[config.mk]
export PLATFORM = sky130hd
export DESIGN_NAME = debug_port_access_control
export DESIGN_NICKNAME = d
export VERILOG_FILES = /design/src/debug_port_pkg.sv /design/src/port_clock_gen.sv /design/src/debug_port_access_control.sv
export SDC_FILE = /design/constraint.sdc
export NUM_CORES = 1
export LEC_CHECK = 0
export BUFFER_PORTS_ARGS = -buffer_cell sky130_fd_sc_hd__buf_2
export CAP_MARGIN = 20
export CORE_MARGIN = 1
export CORE_UTILIZATION = 45
export CTS_CLUSTER_DIAMETER = 100
export DETAILED_ROUTE_END_ITERATION = 10
export PLACE_DENSITY_LB_ADDON = 0.25
export SLEW_MARGIN = 20
export SYNTH_ARGS = -nofsm -noshare
export SYNTH_HDL_FRONTEND = slang
export SYNTH_SLANG_ARGS = --single-unit
[constraint.sdc]
create_clock -name clk_sys_in -period 3.88 [get_ports clk_sys_in]
set_input_delay 0 -clock clk_sys_in [delete_from_list [all_inputs] [get_ports clk_sys_in]]
set_output_delay 0 -clock clk_sys_in [all_outputs]
set_load 0.05 [all_outputs]
[src/debug_port_pkg.sv]
// Constants and types for the debug port access-layer register block.
// Assumes a single 200 MHz system clock and byte-wide register access.
// Notes on behaviour
// (RULE1) With nack_suppress set, no NACK signature on system reset mid access
// (RULE2) With contention_check_off set, collision and contention checks stop
// (RULE3) Writing port_disable turns port off, drops clock request, resets keys
// (RULE4) Key status bit 5 shows the user row write key
// (RULE5) Key status bit 4 shows NVM programming key, cleared when done
// (RULE6) Key status bit 3 shows erase key, cleared when erase completes
// (RULE7) Writing 0x59 to reset request holds system reset; other values free
// (RULE8) Reset request reads bit 0 as the held reset, other bits zero
// (RULE9) The held system reset leaves the port's own logic untouched
// (RULE10) Clock select: 1=16 MHz, 2=8 MHz, 3=4 MHz, 0 reserved; default 4 MHz
// (RULE11) Debugger keeps 4 MHz unless brown-out detector is at top level
// (RULE12) Writing user_row_done starts user row flash programming, key needed
// (RULE13) Debugger loads user row data to RAM before writing user_row_done
// (RULE14) system_clock_request keeps system clock running through sleep
// (RULE15) system_clock_request sets on port enable, clears on port disable
// (RULE16) Status bit 5 shows system reset, including held reset; clear on read
// (RULE17) Status bit 4 shows system in idle or deeper sleep
// (RULE18) Debugger programs NVM only after status bit 3, then resets system
// (RULE19) Debugger programs user row only after status bit 2, then writes done
// (RULE20) Status bit 0 shows device locked; reset value one
// (RULE21) CRC status is one-hot: 0 off, 1 busy, 2 pass, 4 fail
// (RULE22) Reserved bits read zero and ignore writes
// (RULE23) Registers reachable only from the debug port, never from the CPU
package debug_port_pkg;

	localparam logic [3:0] OFS_PHY_CTRL_B = 4'h3;
	localparam logic [3:0] OFS_KEY_STATUS = 4'h7;
	localparam logic [3:0] OFS_RESET_REQ = 4'h8;
	localparam logic [3:0] OFS_CLOCK_CTRL = 4'h9;
	localparam logic [3:0] OFS_SYS_CTRL = 4'hA;
	localparam logic [3:0] OFS_SYS_STATUS = 4'hB;
	localparam logic [3:0] OFS_CRC_STATUS = 4'hC;

	localparam int BIT_NACK_SUPPRESS = 4;
	localparam int BIT_CONTENTION_OFF = 3;
	localparam int BIT_PORT_DISABLE = 2;
	localparam int BIT_KEY_USER_ROW = 5;
	localparam int BIT_KEY_NVM = 4;
	localparam int BIT_KEY_ERASE = 3;
	localparam int BIT_RESET_HELD = 0;
	localparam int BIT_USER_ROW_DONE = 1;
	localparam int BIT_CLOCK_REQUEST = 0;
	localparam int BIT_ST_RESET = 5;
	localparam int BIT_ST_SLEEP = 4;
	localparam int BIT_ST_NVM_OK = 3;
	localparam int BIT_ST_ROW_OK = 2;
	localparam int BIT_ST_LOCKED = 0;

	localparam logic [7:0] RESET_SIGNATURE = 8'h59;

	localparam logic [1:0] CLKSEL_RESERVED = 2'h0;
	localparam logic [1:0] CLKSEL_16MHZ = 2'h1;
	localparam logic [1:0] CLKSEL_8MHZ = 2'h2;
	localparam logic [1:0] CLKSEL_4MHZ = 2'h3;
	localparam logic [1:0] CLKSEL_RESET = CLKSEL_4MHZ;

	localparam logic [7:0] SYS_CLK_MHZ = 8'hC8;
	localparam logic [7:0] PORT_16_MHZ = 8'h10;
	localparam logic [7:0] PORT_8_MHZ = 8'h08;
	localparam logic [7:0] PORT_4_MHZ = 8'h04;

	localparam logic [2:0] CRC_OFF = 3'h0;
	localparam logic [2:0] CRC_BUSY = 3'h1;
	localparam logic [2:0] CRC_PASS = 3'h2;
	localparam logic [2:0] CRC_FAIL = 3'h4;

	localparam logic LOCKED_RESET = 1'b1;
	localparam logic [7:0] READ_ZERO = 8'h00;

	typedef enum logic [1:0] {
		PORT_OFF = 2'b01,
		PORT_ON = 2'b10
	} port_state_e;

endpackage : debug_port_pkg

[src/port_clock_gen.sv]
// Fractional divider making the port clock tick from the system clock.
// Assumes the select code is one of the three legal rates.
`timescale 1ns/1ps
module port_clock_gen (
	input wire logic clk_sys_in,
	input wire logic nrst_in,
	input wire logic enable_in,
	input wire logic [1:0] select_in,
	output logic tick_out
);
	import debug_port_pkg::*;

	typedef struct packed {
		logic [7:0] acc;
		logic tick;
	} gen_s;

	gen_s st;
	gen_s next_st;
	logic [7:0] step;
	logic [7:0] sum;

	// 200 is not a multiple of 16, so a phase accumulator spaces the ticks
	always_comb begin
		case (select_in)
			CLKSEL_16MHZ: step = PORT_16_MHZ; // [RULE10]
			CLKSEL_8MHZ: step = PORT_8_MHZ; // [RULE10]
			default: step = PORT_4_MHZ; // [RULE10]
		endcase
		sum = st.acc + step;
		next_st = st;
		next_st.tick = 1'b0;
		if (!enable_in) begin
			next_st.acc = 8'h00;
		end else if (sum >= SYS_CLK_MHZ) begin
			next_st.acc = sum - SYS_CLK_MHZ;
			next_st.tick = 1'b1;
		end else begin
			next_st.acc = sum;
		end
	end

	always_ff @(posedge clk_sys_in or negedge nrst_in) begin
		if (!nrst_in) begin
			st <= '0;
		end else begin
			st <= next_st;
		end
	end

	assign tick_out = st.tick;

endmodule : port_clock_gen

[src/debug_port_access_control.sv]
// Access-layer control and status registers of the single pin debug port.
// Assumes the frame decoder presents byte register accesses and key pulses,
// and that all system-domain inputs are synchronous to clk_sys_in.
`timescale 1ns/1ps
module debug_port_access_control (
	input wire logic clk_sys_in,
	input wire logic nrst_in,
	input wire logic port_enable_in,
	input wire logic reg_read_in,
	input wire logic reg_write_in,
	input wire logic [3:0] reg_addr_in,
	input wire logic [7:0] reg_wdata_in,
	input wire logic user_row_key_set_in,
	input wire logic nvm_key_set_in,
	input wire logic erase_key_set_in,
	input wire logic nvm_program_done_in,
	input wire logic erase_done_in,
	input wire logic access_busy_in,
	input wire logic system_in_reset_in,
	input wire logic system_sleeping_in,
	input wire logic nvm_program_ok_in,
	input wire logic user_row_program_ok_in,
	input wire logic device_locked_in,
	input wire logic [2:0] crc_state_in,
	output logic [7:0] reg_rdata_out,
	output logic reg_rvalid_out,
	output logic port_enabled_out,
	output logic contention_check_en_out,
	output logic nack_send_out,
	output logic nack_suppress_out,
	output logic system_reset_out,
	output logic system_clock_request_out,
	output logic user_row_start_out,
	output logic user_row_key_active_out,
	output logic nvm_program_key_out,
	output logic erase_all_key_out,
	output logic [1:0] port_clock_select_out,
	output logic port_clock_tick_out
);
	import debug_port_pkg::*;

	typedef struct packed {
		port_state_e port;
		logic enabled;
		logic nack_suppress;
		logic contention_off;
		logic port_disable;
		logic contention_en;
		logic [1:0] clock_select;
		logic user_row_key;
		logic nvm_key;
		logic erase_key;
		logic reset_hold;
		logic clock_request;
		logic user_row_done;
		logic user_row_start;
		logic reset_seen;
		logic sys_reset_q;
		logic nack_send;
		logic locked;
		logic [2:0] crc;
		logic [7:0] rdata;
		logic rvalid;
	} ctrl_s;

	ctrl_s st;
	ctrl_s next_st;
	logic is_on;
	logic wr_ctrl_b;
	logic wr_key;
	logic wr_reset;
	logic wr_clock;
	logic wr_sys;
	logic rd_status;
	logic reset_now;
	logic [7:0] status_view;
	logic [7:0] read_mux;

	// Only the debug port's own register path reaches these; no CPU bus
	// connection exists by construction. [RULE23]
	always_comb begin
		is_on = (st.port == PORT_ON);
		wr_ctrl_b = reg_write_in && reg_addr_in == OFS_PHY_CTRL_B;
		wr_key = reg_write_in && reg_addr_in == OFS_KEY_STATUS;
		wr_reset = reg_write_in && reg_addr_in == OFS_RESET_REQ;
		wr_clock = reg_write_in && reg_addr_in == OFS_CLOCK_CTRL;
		wr_sys = reg_write_in && reg_addr_in == OFS_SYS_CTRL;
		rd_status = reg_read_in && reg_addr_in == OFS_SYS_STATUS;
		reset_now = system_in_reset_in || st.reset_hold;

		status_view = READ_ZERO;
		status_view[BIT_ST_RESET] = st.reset_seen || reset_now; // [RULE16]
		status_view[BIT_ST_SLEEP] = system_sleeping_in; // [RULE17]
		status_view[BIT_ST_NVM_OK] = nvm_program_ok_in;
		status_view[BIT_ST_ROW_OK] = user_row_program_ok_in;
		status_view[BIT_ST_LOCKED] = st.locked; // [RULE20]

		// Unlisted bits and unmapped offsets read zero [RULE22]
		read_mux = READ_ZERO;
		case (reg_addr_in)
			OFS_PHY_CTRL_B: begin
				read_mux[BIT_NACK_SUPPRESS] = st.nack_suppress;
				read_mux[BIT_CONTENTION_OFF] = st.contention_off;
				read_mux[BIT_PORT_DISABLE] = st.port_disable;
			end
			OFS_KEY_STATUS: begin
				read_mux[BIT_KEY_USER_ROW] = st.user_row_key; // [RULE4]
				read_mux[BIT_KEY_NVM] = st.nvm_key; // [RULE5]
				read_mux[BIT_KEY_ERASE] = st.erase_key; // [RULE6]
			end
			OFS_RESET_REQ: begin
				read_mux[BIT_RESET_HELD] = st.reset_hold; // [RULE8]
			end
			OFS_CLOCK_CTRL: begin
				read_mux[1:0] = st.clock_select;
			end
			OFS_SYS_CTRL: begin
				read_mux[BIT_USER_ROW_DONE] = st.user_row_done;
				read_mux[BIT_CLOCK_REQUEST] = st.clock_request;
			end
			OFS_SYS_STATUS: begin
				read_mux = status_view;
			end
			OFS_CRC_STATUS: begin
				read_mux[2:0] = st.crc;
			end
			default: begin
				read_mux = READ_ZERO;
			end
		endcase

		next_st = st;
		next_st.rvalid = reg_read_in;
		next_st.rdata = reg_read_in ? read_mux : READ_ZERO;
		next_st.user_row_start = 1'b0;
		next_st.nack_send = 1'b0;
		next_st.sys_reset_q = system_in_reset_in;
		next_st.locked = device_locked_in; // [RULE20]

		// Reserved codes are never passed on, so software sees only legal ones
		case (crc_state_in)
			CRC_OFF, CRC_BUSY, CRC_PASS, CRC_FAIL: begin
				next_st.crc = crc_state_in; // [RULE21]
			end
			default: begin
				next_st.crc = CRC_OFF; // [RULE21]
			end
		endcase

		// A fresh reset in the same cycle as the read still shows next time
		next_st.reset_seen = (st.reset_seen && !rd_status)
			|| reset_now; // [RULE16]

		// A NACK is only due for a reset edge that hits a running access
		if (is_on && system_in_reset_in && !st.sys_reset_q
			&& access_busy_in && !st.nack_suppress) begin
			next_st.nack_send = 1'b1; // [RULE1]
		end

		// The held system reset is kept apart from nrst_in, so the
		// port's own state survives it [RULE9]
		if (wr_reset) begin
			next_st.reset_hold =
				(reg_wdata_in == RESET_SIGNATURE); // [RULE7]
		end

		case (st.port)
			PORT_OFF: begin
				if (port_enable_in) begin
					next_st.port = PORT_ON;
					next_st.port_disable = 1'b0;
					next_st.clock_request = 1'b1; // [RULE15]
					next_st.clock_select = CLKSEL_RESET; // [RULE10]
				end
			end
			PORT_ON: begin
				if (wr_ctrl_b && reg_wdata_in[BIT_PORT_DISABLE]) begin
					next_st.port = PORT_OFF; // [RULE3]
					next_st.port_disable = 1'b1;
					next_st.nack_suppress = 1'b0; // [RULE3]
					next_st.contention_off = 1'b0; // [RULE3]
					next_st.clock_select = CLKSEL_RESET; // [RULE3]
					next_st.clock_request = 1'b0; // [RULE3] [RULE15]
					next_st.user_row_key = 1'b0; // [RULE3]
					next_st.nvm_key = 1'b0; // [RULE3]
					next_st.erase_key = 1'b0; // [RULE3]
					next_st.user_row_done = 1'b0;
				end else begin
					if (wr_ctrl_b) begin
						next_st.nack_suppress =
							reg_wdata_in[BIT_NACK_SUPPRESS]; // [RULE1]
						next_st.contention_off =
							reg_wdata_in[BIT_CONTENTION_OFF]; // [RULE2]
					end
					// A reserved code would stall the port, so it is ignored
					if (wr_clock
						&& reg_wdata_in[1:0] != CLKSEL_RESERVED) begin
						next_st.clock_select = reg_wdata_in[1:0]; // [RULE10]
					end
					if (wr_sys) begin
						next_st.clock_request =
							reg_wdata_in[BIT_CLOCK_REQUEST]; // [RULE14]
						if (st.user_row_key) begin
							next_st.user_row_done =
								reg_wdata_in[BIT_USER_ROW_DONE]; // [RULE12]
							next_st.user_row_start =
								reg_wdata_in[BIT_USER_ROW_DONE]; // [RULE12]
						end
					end
					// Software may drop the user row key; a decode wins
					if (wr_key && !reg_wdata_in[BIT_KEY_USER_ROW]) begin
						next_st.user_row_key = 1'b0;
						next_st.user_row_done = 1'b0;
					end
					if (user_row_key_set_in) begin
						next_st.user_row_key = 1'b1; // [RULE4]
					end
					if (nvm_program_done_in) begin
						next_st.nvm_key = 1'b0; // [RULE5]
					end
					if (nvm_key_set_in) begin
						next_st.nvm_key = 1'b1; // [RULE5]
					end
					if (erase_done_in) begin
						next_st.erase_key = 1'b0; // [RULE6]
					end
					if (erase_key_set_in) begin
						next_st.erase_key = 1'b1; // [RULE6]
					end
				end
			end
			default: begin
				next_st.port = PORT_OFF;
			end
		endcase

		next_st.contention_en = (next_st.port == PORT_ON)
			&& !next_st.contention_off; // [RULE2]
		// Kept as its own flop so the pin is not a state decode
		next_st.enabled = (next_st.port == PORT_ON);
	end

	always_ff @(posedge clk_sys_in or negedge nrst_in) begin
		if (!nrst_in) begin
			st <= '0;
			st.port <= PORT_OFF;
			st.clock_select <= CLKSEL_RESET;
			st.locked <= LOCKED_RESET;
		end else begin
			st <= next_st;
		end
	end

	port_clock_gen u_port_clock_gen (
		.clk_sys_in(clk_sys_in),
		.nrst_in(nrst_in),
		.enable_in(is_on),
		.select_in(st.clock_select),
		.tick_out(port_clock_tick_out)
	);

	assign reg_rdata_out = st.rdata;
	assign reg_rvalid_out = st.rvalid;
	assign port_enabled_out = st.enabled;
	assign contention_check_en_out = st.contention_en;
	assign nack_send_out = st.nack_send;
	assign nack_suppress_out = st.nack_suppress;
	assign system_reset_out = st.reset_hold; // [RULE7]
	assign system_clock_request_out = st.clock_request; // [RULE14]
	assign user_row_start_out = st.user_row_start;
	assign user_row_key_active_out = st.user_row_key;
	assign nvm_program_key_out = st.nvm_key;
	assign erase_all_key_out = st.erase_key;
	assign port_clock_select_out = st.clock_select;

endmodule : debug_port_access_control

==> results.txt, run 1 <==
----------------------------------------------------
[Status]
  Status ... completed

[Synthesis]
  Cell accounting for the most synthesized area ... sky130_fd_sc_hd__dfrtp_1
  Number of enable-type register cells in the synthesized netlist ... 0
  Adder and majority cell fraction of the synthesized area ... 5.67%
  Number of distinct library cell variants in the gate-level netlist after synthesis ... 57
  Area fraction in compound gates after synthesis ... 19.9%
  Warning count from the yosys run ... 0
  Cell count after synthesis ... 211
  Area share of xor/xnor cells in the synthesized design ... 1.65%
  Most frequent cell after synthesis ... sky130_fd_sc_hd__dfrtp_1
  Dominant combinational cell family by area after synthesis ... compound AO/OA/AOI/OAI gates
  Proportion of synthesized chip area in sequential cells ... 43.9%
  Syn_area_per_cell ... 10.0 µm²
  Mux cell area share after synthesis ... 2.95%
  Total standard cell area after synthesis ... 0.00212 mm²
  Post-synthesis share of cell area spent on and, or, nand and nor gates ... 18.4%
  Dominant register cell in the synthesized netlist ... sky130_fd_sc_hd__dfrtp_1
  Fraction of synthesis flops using an asynchronous set or reset pin ... 100%
  Biggest area contributors in the synthesized netlist ... sky130_fd_sc_hd__dfrtp_1, sky130_fd_sc_hd__dfstp_2, sky130_fd_sc_hd__ha_1
  Synthesis-stage register bit count ... 37
  Top post-synthesis cells by count ... sky130_fd_sc_hd__dfrtp_1, sky130_fd_sc_hd__o21ai_0, sky130_fd_sc_hd__nand2_1, sky130_fd_sc_hd__nor2_1, sky130_fd_sc_hd__inv_1
  Top cell type's share of synthesized area ... 39.0%

[Die]
  Area of the core ... 0.00444 mm²
  Number of top-level pins ... 53
  Initial cell density of the core ... 47.7%
  Die area ... 0.00499 mm²
  Placement row count ... 24
  Die Width ... 70.6 µm
  Die boundary height ... 70.6 µm

[GRT]
  Sum of overflow across all layers after global routing ... 0
  Global-route usage over all layers ... 21.0%
  Largest net degree at the start of global routing ... 38
  First-pass GRT wire length ... 8080 µm
  Number of antenna violations at the first check in global routing ... 0
  Number of global-route vias before repair ... 1,680

[STA]
  Worst slew slack as a fraction of its limit ... 44.3%
  Setup tns final ... 0 ps
  Minimum clock period ... 2980 ps
  Clock Skew ... 6.42 ps
  Post-route fraction of the period consumed by the critical path ... 76.9%
  Post-route worst setup slack ... 898 ps
  Setup repair after global routing missed its margin ... no
  Timing-limited maximum frequency ... 335 MHz
  Count of final setup violators ... 0
  Number of max-slew violations in the final report ... 0
  Slew at the pin with the worst max-slew slack ... 836 ps
  Final hold violation count ... 0

[Worst setup path]
  CP Cell Sequence ... inv_1 > ha_1 > ha_1 > fa_1 > xor2_1 > inv_1 > ha_1 > o21ai_0 > o21ai_0 > a221oi_1 > a311oi_2
  Worst R2R Start ... port_clock_select_out[0]
  Endpoint type of the worst setup path ... flop
  Register-to-Register Path Depth ... 11
  Critical path data arrival time ... 3130 ps
  Critical path type ... reg2reg
  Critical Path Start Type ... flop
  Most numerous cell on the critical path ... sky130_fd_sc_hd__ha_1
  CP max FO ... 6
  Slowest cell delay on critical path ... 580 ps
  Critical register-to-register path endpoint ... u_port_clock_gen.st[6]
  Worst EP required ... 4030 ps
  Cell family contributing the most delay on the critical path ... adder cells
  Cell type of the slowest stage on the worst timing path ... sky130_fd_sc_hd__dfstp_2
  Register-to-Register Setup Slack ... 900 ps
  Buf+Inv Stages, Crit Path ... 2

[Placed design]
  Gp weighted congestion ... 0.892
  Setup slack after placement ... 916 ps
  Total half-perimeter wirelength after legalization and detailed placement ... 3370 µm
  Buffers added on ports ... 50

[Final layout]
  Growth of design area from synthesis to finish ... 20.9%
  Post-layout net count ... 304
  Final design utilization ... 57.6%
  Diode count ... 0
  Layout cells sized above 1 ... 27.2%

[Detailed routing]
  Via-to-Cell Ratio ... 5.61
  Wire length per cell after detailed routing ... 15.3 µm
  Number of remaining DRC errors ... 0
  Initial DRC Count ... 92
  Number of nets still failing antenna checks after routing ... 0
  Final WL ... 4850 µm
  Routed vias ... 1,777
  1st-pass router iterations ... 4

[Worst hold path]
  Endpoint of the worst hold path ... system_reset_out
  HP Class ... in2reg
  Hold path depth ... 3
  Min-Delay Startpoint ... reg_wdata_in[6]

[Clock network]
  Clk_lat worst skew ... 290 ps
  Post_cts resized ... 0
  Maximum root-to-sink buffer count ... 2
  Setup bufs post-CTS ... 0
  Clock buffers created by TritonCTS ... 5
  TritonCTS clock tree ... done
  Clk Tree Root Cell ... sky130_fd_sc_hd__clkbuf_8
  Worst-path clk slew ... 80 ps
  Clock sink count ... 37
  Count of H-tree levels built during CTS ... 2

[Power]
  Power per unit of standard cell area ... 495 mW/mm²
  Reported leakage power ... 0.00124 µW
  Peak VDD IR ... 235 µV

[Flow run]
  Max-Cap Viols ... 0

----------------------------------------------------
-- per-layer routing --
| layer | global-route usage [%] | wire length [µm] | vias up |
|---|---|---|---|
| met4 | 8.89 | 92 | 0 |
| met5 | 0 | 0 | - |
| met3 | 4.27 | 230 | 8 |
| met1 | 29.3 | 2260 | 851 |
| met2 | 32.3 | 2260 | 58 |
| li1 | - | - | 860 |
-- cells by family (layout without fill, tap and decap cells) --
kind of cell	count (synthesis)	count (layout)
and+or+nand+nor	68	68
AOI/OAI and AO/OA	56	56
DFF	37	37
buffers and inverters	30	83
adders and majority gates	9	9
muxes	6	6
xor gates and xnor gates	4	4
other	1	2
-- report_power, final --
part           total (µW)  internal, µW  switching (µW)
clock network         298           161             137
logic                 478           159             318
registers             492           446            46.8
-- area by class of cell --
cell class	instances	area (µm²)
clock inverters	1	5.00
clock buffers	7	96.3
fillers	404	1880
flip-flops and latches	37	931
inverters	12	45.0
well taps	52	65.1
repair buffers	63	380
multi-input cells	145	1040
-- layout by cell type (no fill, tap or decap), types with 5 or more instances in the layout --
cell type	n
sky130_fd_sc_hd__buf_2	50
sky130_fd_sc_hd__dfrtp_1	33
sky130_fd_sc_hd__o21ai_0	14
sky130_fd_sc_hd__nor2_1	13
sky130_fd_sc_hd__nand2_1	13
sky130_fd_sc_hd__dlygate4sd3_1	13
sky130_fd_sc_hd__inv_1	12
sky130_fd_sc_hd__a21oi_1	11
sky130_fd_sc_hd__nor2b_1	8
sky130_fd_sc_hd__ha_1	8
sky130_fd_sc_hd__clkbuf_8	7
sky130_fd_sc_hd__and2_1	5
-- how the worst max path moves through the flow --
stage | start | endpoint | slack [ps] | cells past startpoint
final | port_clock_select_out[0] | u_port_clock_gen.st[6] | 900 | 11
after detailed placement | port_clock_select_out[0] | u_port_clock_gen.st[6] | 920 | 11
after floorplan | port_clock_select_out[0] | u_port_clock_gen.st[6] | 1060 | 8
after global routing | port_clock_select_out[0] | u_port_clock_gen.st[6] | 640 | 11
after CTS | port_clock_select_out[0] | u_port_clock_gen.st[6] | 910 | 11
after global placement | port_clock_select_out[0] | u_port_clock_gen.st[5] | 990 | 8
-- sequential cells by signal, summed over array words and instances, names as in the netlist, 2 cells and up --
| name | count |
|---|---|
| u_port_clock_gen.st | 6 |
| st | 11 |
| reg_rdata_out | 6 |
| port_clock_select_out | 2 |
-- worst register-to-register path: stages (launching register included) --
cell and delay (ps):
sky130_fd_sc_hd__dfstp_2 580, sky130_fd_sc_hd__inv_1 50, sky130_fd_sc_hd__ha_1 280, sky130_fd_sc_hd__ha_1 210
sky130_fd_sc_hd__fa_1 490, sky130_fd_sc_hd__xor2_1 320, sky130_fd_sc_hd__inv_1 80, sky130_fd_sc_hd__ha_1 230
sky130_fd_sc_hd__o21ai_0 80, sky130_fd_sc_hd__o21ai_0 90, sky130_fd_sc_hd__a221oi_1 350, sky130_fd_sc_hd__a311oi_2 80
-- repair_timing --
| item | CTS | global route |
|---|---|---|
| hold endpoints to repair | 46 | 0 |
| hold buffers | 13 | 0 |
| endpoints found under the setup margin | 0 | 0 |
-- stage by stage --
| stage | instance area [µm²] | cells | power, µW | hold WS, ps |
|---|---|---|---|---|
| 2_1_floorplan | 2120 | 212 | 852 | -296 |
| 3_3_place_gp | 2330 | 296 | 962 | 105 |
| 3_5_place_dp | 2330 | 296 | 967 | 107 |
| 4_1_cts | 2560 | 317 | 1280 | 2.78 |
| 5_1_grt | 2560 | 317 | 1350 | 18.2 |
| 6_report | 2560 | 317 | 1270 | 10.5 |
Power figures use the tool's default switching activity.
==> inputs of run 2 (changes only) <==
--- a/config.mk
+++ b/config.mk
@@ -5,6 +5,7 @@
 export SDC_FILE = /design/constraint.sdc
 export NUM_CORES = 1
 export LEC_CHECK = 0
+export ABC_AREA = 1
 export BUFFER_PORTS_ARGS = -buffer_cell sky130_fd_sc_hd__buf_2
 export CAP_MARGIN = 20
 export CORE_MARGIN = 1
==> constraint.sdc (replaced) <==
create_clock -name clk_sys_in -period 2.68 [get_ports clk_sys_in]
set_input_delay 0 -clock clk_sys_in [delete_from_list [all_inputs] [get_ports clk_sys_in]]
set_output_delay 0 -clock clk_sys_in [all_outputs]
set_load 0.05 [all_outputs]
==> results.txt, run 2 <==
----------------------------------------------------
[Detailed routing]
  Number of nets still failing antenna checks after routing ... 0 (unchanged)
  Via-to-Cell Ratio ... 4.81 (was 5.61)
  Final WL ... 4540 µm (was 4850 µm)
  Wire length per cell after detailed routing ... 12.0 µm (was 15.3 µm)
  Initial DRC Count ... 125 (was 92)
  Routed vias ... 1,820 (was 1,777)
  1st-pass router iterations ... 4 (unchanged)
  Number of remaining DRC errors ... 0 (unchanged)

[STA]
  Number of max-slew violations in the final report ... 0 (unchanged)
  Post-route fraction of the period consumed by the critical path ... 92.1% (was 76.9%)
  Final hold violation count ... 0 (unchanged)
  Clock Skew ... 7.26 ps (was 6.42 ps)
  Worst slew slack as a fraction of its limit ... 45.2% (was 44.3%)
  Timing-limited maximum frequency ... 405 MHz (was 335 MHz)
  Count of final setup violators ... 0 (unchanged)
  Post-route worst setup slack ... 211 ps (was 898 ps)
  Setup tns final ... 0 ps (unchanged)
  Minimum clock period ... 2470 ps (was 2980 ps)
  Setup repair after global routing missed its margin ... no (unchanged)
  Slew at the pin with the worst max-slew slack ... 822 ps (was 836 ps)
  Hold Slack ... 23.9 ps (was 10.5 ps)

[Die]
  Area of the core ... 0.00435 mm² (was 0.00444 mm²)
  Die boundary height ... 69.4 µm (was 70.6 µm)
  Number of top-level pins ... 53 (unchanged)
  Placement row count ... 24 (unchanged)
  Die area ... 0.00482 mm² (was 0.00499 mm²)
  Die Width ... 69.4 µm (was 70.6 µm)
  Initial cell density of the core ... 47.0% (was 47.7%)

[Synthesis]
  Warning count from the yosys run ... 0 (unchanged)
  Proportion of synthesized chip area in sequential cells ... 45.5% (was 43.9%)
  Adder and majority cell fraction of the synthesized area ... 5.87% (was 5.67%)
  Cell accounting for the most synthesized area ... sky130_fd_sc_hd__dfrtp_1 (unchanged)
  Syn_area_per_cell ... 7.90 µm² (was 10.0 µm²)
  Synthesis-stage register bit count ... 37 (unchanged)
  Number of distinct library cell variants in the gate-level netlist after synthesis ... 33 (was 57)
  Most frequent cell after synthesis ... sky130_fd_sc_hd__nand2_1 (was sky130_fd_sc_hd__dfrtp_1)
  Area share of xor/xnor cells in the synthesized design ... 0.856% (was 1.65%)
  Biggest area contributors in the synthesized netlist ... sky130_fd_sc_hd__dfrtp_1, sky130_fd_sc_hd__nand2_1, sky130_fd_sc_hd__inv_1 (was sky130_fd_sc_hd__dfrtp_1, sky130_fd_sc_hd__dfstp_2, sky130_fd_sc_hd__ha_1)
  Number of enable-type register cells in the synthesized netlist ... 0 (unchanged)
  Post-synthesis share of cell area spent on and, or, nand and nor gates ... 27.0% (was 18.4%)
  Fraction of synthesis flops using an asynchronous set or reset pin ... 100% (unchanged)
  Dominant register cell in the synthesized netlist ... sky130_fd_sc_hd__dfrtp_1 (unchanged)
  Top cell type's share of synthesized area ... 40.4% (was 39.0%)
  Mux cell area share after synthesis ... 0% (was 2.95%)
  Total standard cell area after synthesis ... 0.00205 mm² (was 0.00212 mm²)
  Top post-synthesis cells by count ... sky130_fd_sc_hd__nand2_1, sky130_fd_sc_hd__inv_1, sky130_fd_sc_hd__dfrtp_1 (was sky130_fd_sc_hd__dfrtp_1, sky130_fd_sc_hd__o21ai_0, sky130_fd_sc_hd__nand2_1, sky130_fd_sc_hd__nor2_1, sky130_fd_sc_hd__inv_1)
  Dominant combinational cell family by area after synthesis ... simple AND/OR/NAND/NOR gates (was compound AO/OA/AOI/OAI gates)
  Area fraction in compound gates after synthesis ... 9.11% (was 19.9%)
  Cell count after synthesis ... 259 (was 211)

[Final layout]
  Number of flip-flops in the largest register ... 11 (unchanged)
  Growth of design area from synthesis to finish ... 25.4% (was 20.9%)
  Post-layout net count ... 365 (was 304)
  Most common cell after layout, fill and taps aside ... sky130_fd_sc_hd__nand2_1 (was sky130_fd_sc_hd__buf_2)
  Top library cells by usage in the layout, fill and taps aside ... sky130_fd_sc_hd__nand2_1, sky130_fd_sc_hd__buf_2, sky130_fd_sc_hd__inv_1 (was sky130_fd_sc_hd__buf_2, sky130_fd_sc_hd__dfrtp_1, sky130_fd_sc_hd__o21ai_0)
  Diode count ... 0 (unchanged)
  Layout cells sized above 1 ... 22.4% (was 27.2%)
  Top reg by flops ... st (unchanged)

[Worst setup path]
  Worst EP required ... 2860 ps (was 4030 ps)
  Buf+Inv Stages, Crit Path ... 1 (was 2)
  Slowest cell delay on critical path ... 560 ps (was 580 ps)
  Critical path data arrival time ... 2650 ps (was 3130 ps)
  Cell type of the slowest stage on the worst timing path ... sky130_fd_sc_hd__dfstp_2 (unchanged)
  Critical path type ... reg2reg (unchanged)
  Most numerous cell on the critical path ... sky130_fd_sc_hd__ha_1 (unchanged)
  Critical Path Start Type ... flop (unchanged)
  Endpoint type of the worst setup path ... flop (unchanged)
  Cell family contributing the most delay on the critical path ... adder cells (unchanged)
  CP max FO ... 4 (was 6)
  CP Cell Sequence ... inv_1 > ha_1 > ha_1 > fa_1 > xnor2_2 > ha_1 > xor2_1 > nand2_1 > nand2_1 > nor2_1 (was inv_1 > ha_1 > ha_1 > fa_1 > xor2_1 > inv_1 > ha_1 > o21ai_0 > o21ai_0 > a221oi_1 > a311oi_2)

[Clock network]
  Clock buffers created by TritonCTS ... 5 (unchanged)
  Maximum root-to-sink buffer count ... 2 (unchanged)
  Clk_lat worst skew ... 290 ps (about the same)
  TritonCTS clock tree ... done (unchanged)
  Setup bufs post-CTS ... 0 (unchanged)
  Clock sink count ... 37 (unchanged)
  Clk Tree Root Cell ... sky130_fd_sc_hd__clkbuf_8 (unchanged)
  Count of H-tree levels built during CTS ... 2 (unchanged)
  Worst-path clk slew ... 80 ps (about the same)

[Worst hold path]
  HP Class ... in2reg (unchanged)

[GRT]
  Global-route usage over all layers ... 20.5% (was 21.0%)
  First-pass GRT wire length ... 7720 µm (was 8080 µm)
  Number of global-route vias before repair ... 1,707 (was 1,680)
  Number of antenna violations at the first check in global routing ... 0 (unchanged)
  Sum of overflow across all layers after global routing ... 0 (unchanged)
  Largest net degree at the start of global routing ... 38 (unchanged)

[Placed design]
  Gp weighted congestion ... 0.842 (was 0.892)
  Buffers added on ports ... 50 (unchanged)
  Total half-perimeter wirelength after legalization and detailed placement ... 3360 µm (was 3370 µm)
  Setup slack after placement ... 175 ps (was 916 ps)

[Power]
  Peak VDD IR ... 451 µV (was 235 µV)
  Switching part of the total ... 43.3% (was 39.6%)
  Power per unit of standard cell area ... 792 mW/mm² (was 495 mW/mm²)
  Internal power consumption ... 1150 µW (was 766 µW)
  Proportion of power drawn by the clock network ... 18.7% (was 23.5%)
  Portion of total power attributed to sequential cells ... 37.1% (was 38.8%)
  Reported leakage power ... 0.00140 µW (was 0.00124 µW)
  Comb pwr share ... 44.3% (was 37.7%)
  Switching pwr ... 881 µW (was 503 µW)

[Status]
  Status ... completed (unchanged)

[Flow run]
  Max-Cap Viols ... 0 (unchanged)

----------------------------------------------------
run 2: cell types whose count changed in the layout (fill, tap and decap cells not counted), sizes merged, moves of 6 or more:
cell,delta
nand2,+61
inv,+29
nand3,+17
nor2,+11
nor2b,-8
and2,-6
dlygate4sd3,+6
run 2: through the flow:
step | cell area, µm² | power, µW | util (%) | cells
floorplan | 2050 | 1420 | - | 260
global route | 2570 | 2190 | 58.9 | 378
finish | 2570 | 2030 | 58.9 | 378
CTS | 2560 | 2050 | 58.8 | 378
global placement | 2290 | 1600 | 52.5 | 351
detailed placement | 2290 | 1620 | 52.5 | 351
run 2: timing repair:
action / 4_1_cts / 5_1_grt
setup endpoints to repair: 0 / 2
endpoints found under the hold margin: 53 / 0
gates resized for setup: 0 / 1
hold buffers: 19 / 0
run 2: power by group through the flow:
| stage | clock [µW] | combinational [µW] | sequential [µW] |
|---|---|---|---|
| 3_3_place_gp | 0 | 839 | 761 |
| 3_5_place_dp | 0 | 854 | 765 |
| 5_1_grt | 415 | 1010 | 766 |
| 6_report | 380 | 900 | 753 |
| 2_1_floorplan | 0 | 536 | 886 |
| 4_1_cts | 394 | 898 | 755 |
run 2: area by class of cell:
type                    count  area [µm²]
clock inverters             2        10.0
repair buffers             69         440
inverters                  41         156
multi-input cells         171         891
clock buffers               6        72.6
fillers                   411        1790
flip-flops and latches     37         931
well taps                  52        65.1
run 2: cell families after synthesis:
group | after synthesis
other | 1
AND/OR/NAND/NOR | 125
XOR/XNOR | 2
flip-flops | 37
adder cells (fa/ha/maj) | 9
AO/OA/AOI/OAI | 33
buffers and inverters | 52
run 2: final timing paths:
| check | end | cells past startpoint | startpoint | slack [ps] |
|---|---|---|---|---|
| min reg2reg | nack_send_out | 1 | st[14] | 410 |
| min | st[27] | 3 | reg_wdata_in[3] | 20 |
| max reg2reg | u_port_clock_gen.st[6] | 10 | port_clock_select_out[0] | 210 |
| max | u_port_clock_gen.st[6] | 10 | port_clock_select_out[0] | 210 |
| max in group asynchronous | nvm_program_key_out | 2 | nrst_in | 1810 |
| min in group asynchronous | reg_rdata_out[4] | 2 | nrst_in | 340 |
run 2: worst reg2reg max path, delay by kind of cell, from the launching register on:
kind          cells  cell delay (ps)
buf+inv           1               80
flops             1              560
simple gates      3              140
xor+xnor          2              370
fa+ha+maj         4             1190
run 2: layer usage:
| metal | GRT usage [%] | part of all wire, % | vias up |
|---|---|---|---|
| met2 | 33.8 | 48 | 56 |
| met5 | 0 | 0 | - |
| li1 | - | - | 940 |
| met1 | 25.7 | 45 | 815 |
| met4 | 8.62 | 2.2 | 0 |
| met3 | 5.23 | 5.0 | 9 |
==> inputs of run 3 (changes only) <==
--- a/config.mk
+++ b/config.mk
@@ -12,6 +12,7 @@
 export CORE_UTILIZATION = 45
 export CTS_CLUSTER_DIAMETER = 100
 export DETAILED_ROUTE_END_ITERATION = 10
+export MAX_ROUTING_LAYER = met4
 export PLACE_DENSITY_LB_ADDON = 0.25
 export SLEW_MARGIN = 20
 export SYNTH_ARGS = -nofsm -noshare
==> results.txt, run 3 (synthesis results as in run 2) <==
----------------------------------------------------
[STA]
  Timing-limited maximum frequency ... 405 MHz (about the same)
  Clock Skew ... 7.48 ps (was 7.26 ps)
  Post-route fraction of the period consumed by the critical path ... 92.2% (was 92.1%)
  Slew at the pin with the worst max-slew slack ... 823 ps (was 822 ps)
  Minimum clock period ... 2470 ps (about the same)
  Count of final setup violators ... 0 (unchanged)
  Setup repair after global routing missed its margin ... no (unchanged)
  Number of max-slew violations in the final report ... 0 (unchanged)
  Final hold violation count ... 0 (unchanged)
  Setup tns final ... 0 ps (unchanged)
  Worst slew slack as a fraction of its limit ... 45.1% (was 45.2%)
  Post-route worst setup slack ... 210 ps (was 211 ps)

[Clock network]
  Worst-path clk slew ... 80 ps (about the same)
  Clock sink count ... 37 (unchanged)
  TritonCTS clock tree ... done (unchanged)
  Clk Tree Root Cell ... sky130_fd_sc_hd__clkbuf_8 (unchanged)
  Clock buffers created by TritonCTS ... 5 (unchanged)
  Maximum root-to-sink buffer count ... 2 (unchanged)
  Clk_lat worst skew ... 290 ps (about the same)
  Count of H-tree levels built during CTS ... 2 (unchanged)

[Placed design]
  Gp weighted congestion ... 0.855 (was 0.842)
  Total half-perimeter wirelength after legalization and detailed placement ... 3360 µm (unchanged)
  Setup slack after placement ... 175 ps (unchanged)
  Buffers added on ports ... 50 (unchanged)

[GRT]
  Global-route usage over all layers ... 21.2% (was 20.5%)
  Number of antenna violations at the first check in global routing ... 0 (unchanged)
  Sum of overflow across all layers after global routing ... 0 (unchanged)
  First-pass GRT wire length ... 7730 µm (was 7720 µm)
  Number of global-route vias before repair ... 1,706 (was 1,707)
  Largest net degree at the start of global routing ... 38 (unchanged)

[Worst setup path]
  Worst R2R Start ... port_clock_select_out[0] (unchanged)
  Endpoint type of the worst setup path ... flop (unchanged)
  Worst EP required ... 2860 ps (about the same)
  Critical Path Start Type ... flop (unchanged)
  End point of the critical path ... u_port_clock_gen.st[6] (unchanged)
  CP max FO ... 4 (unchanged)
  Critical register-to-register path endpoint ... u_port_clock_gen.st[6] (unchanged)
  Critical path data arrival time ... 2650 ps (about the same)
  Critical path type ... reg2reg (unchanged)
  Register-to-Register Path Depth ... 10 (unchanged)
  Register-to-Register Setup Slack ... 210 ps (about the same)
  Crit. Startpoint ... port_clock_select_out[0] (unchanged)

[Die]
  Area of the core ... 0.00435 mm² (unchanged)
  Die area ... 0.00482 mm² (unchanged)
  Die boundary height ... 69.4 µm (unchanged)
  Placement row count ... 24 (unchanged)
  Die Width ... 69.4 µm (unchanged)
  Number of top-level pins ... 53 (unchanged)
  Initial cell density of the core ... 47.0% (unchanged)

[Power]
  Reported leakage power ... 0.00140 µW (unchanged)
  Total power draw ... 2030 µW (about the same)
  Power per unit of standard cell area ... 792 mW/mm² (about the same)
  Peak VDD IR ... 451 µV (about the same)

[Detailed routing]
  Wire length per cell after detailed routing ... 12.0 µm (about the same)
  Number of remaining DRC errors ... 0 (unchanged)
  Routed vias ... 1,815 (was 1,820)
  Final WL ... 4540 µm (about the same)
  Initial DRC Count ... 127 (was 125)
  1st-pass router iterations ... 4 (unchanged)
  Via-to-Cell Ratio ... 4.80 (was 4.81)
  Number of nets still failing antenna checks after routing ... 0 (unchanged)

[Final layout]
  Growth of design area from synthesis to finish ... 25.4% (unchanged)
  Post-layout net count ... 365 (unchanged)
  Top reg by flops ... st (unchanged)
  Layout cells sized above 1 ... 22.4% (unchanged)
  Top library cells by usage in the layout, fill and taps aside ... sky130_fd_sc_hd__nand2_1, sky130_fd_sc_hd__buf_2, sky130_fd_sc_hd__inv_1 (unchanged)
  Diode count ... 0 (unchanged)
  Number of flip-flops in the largest register ... 11 (unchanged)
  Most common cell after layout, fill and taps aside ... sky130_fd_sc_hd__nand2_1 (unchanged)

[Status]
  Status ... completed (unchanged)

[Worst hold path]
  HP Class ... in2reg (unchanged)

[Flow run]
  Max-Cap Viols ... 0 (unchanged)

----------------------------------------------------
run 3: cell counts in the layout (fill, tap and decap cells not counted):
Identical to the previous run, type by type.
run 3: worst min-delay path by stage:
| stage | start | to | slack [ps] | cells after the start |
|---|---|---|---|---|
| after floorplan | nrst_in | contention_check_en_out | -300 | 0 |
| after global placement | device_locked_in | st[12] | 110 | 1 |
| after detailed placement | device_locked_in | st[12] | 110 | 1 |
| after CTS | reg_wdata_in[3] | st[27] | 10 | 3 |
| after global routing | reg_wdata_in[3] | st[27] | 30 | 3 |
| final | reg_wdata_in[3] | st[27] | 20 | 3 |
run 3: where the power goes:
part	total, µW	internal [µW]	switching (µW)
registers	753	673	79.7
logic	901	298	602
clock network	379	180	199
total	2030	1150	881
run 3: cell type report:
cell class | count | area [µm²]
Inverter | 41 | 156
Tap cell | 52 | 65.1
Fill cell | 411 | 1790
Timing Repair Buffer | 69 | 440
Multi-Input combinational cell | 171 | 891
Clock inverter | 2 | 10.0
Clock buffer | 6 | 72.6
Sequential cell | 37 | 931
run 3: metrics by stage:
| step | instances | area (µm²) | util (%) | hold WS [ps] |
|---|---|---|---|---|
| 6_report | 378 | 2570 | 58.9 | 24.3 |
| 5_1_grt | 378 | 2570 | 58.9 | 32.5 |
| 4_1_cts | 378 | 2560 | 58.8 | 14.9 |
| 3_5_place_dp | 351 | 2290 | 52.5 | 106 |
| 3_3_place_gp | 351 | 2290 | 52.5 | 107 |
| 2_1_floorplan | 260 | 2050 | - | -296 |
run 3: layer usage:
metal	up-vias	global-route usage (%)	wire, µm
met2	50	33.7	2190
met5	-	-	0
met1	816	26.0	2060
met3	9	5.09	197
li1	940	-	-
met4	0	8.62	85
run 3: what timing repair did:
action	in CTS	in global routing
buffers inserted	0	0
hold buffers	19	0
hold endpoints to repair	53	0
setup endpoints to repair	0	2
gates resized for setup	0	1
run 3: worst max-delay path: stages (launching register included):
cell	delay, ps
sky130_fd_sc_hd__dfstp_2	560
sky130_fd_sc_hd__inv_1	80
sky130_fd_sc_hd__ha_1	300
sky130_fd_sc_hd__ha_1	230
sky130_fd_sc_hd__fa_1	450
sky130_fd_sc_hd__xnor2_2	230
sky130_fd_sc_hd__ha_1	210
sky130_fd_sc_hd__xor2_1	140
sky130_fd_sc_hd__nand2_1	60
sky130_fd_sc_hd__nand2_1	50
sky130_fd_sc_hd__nor2_1	30
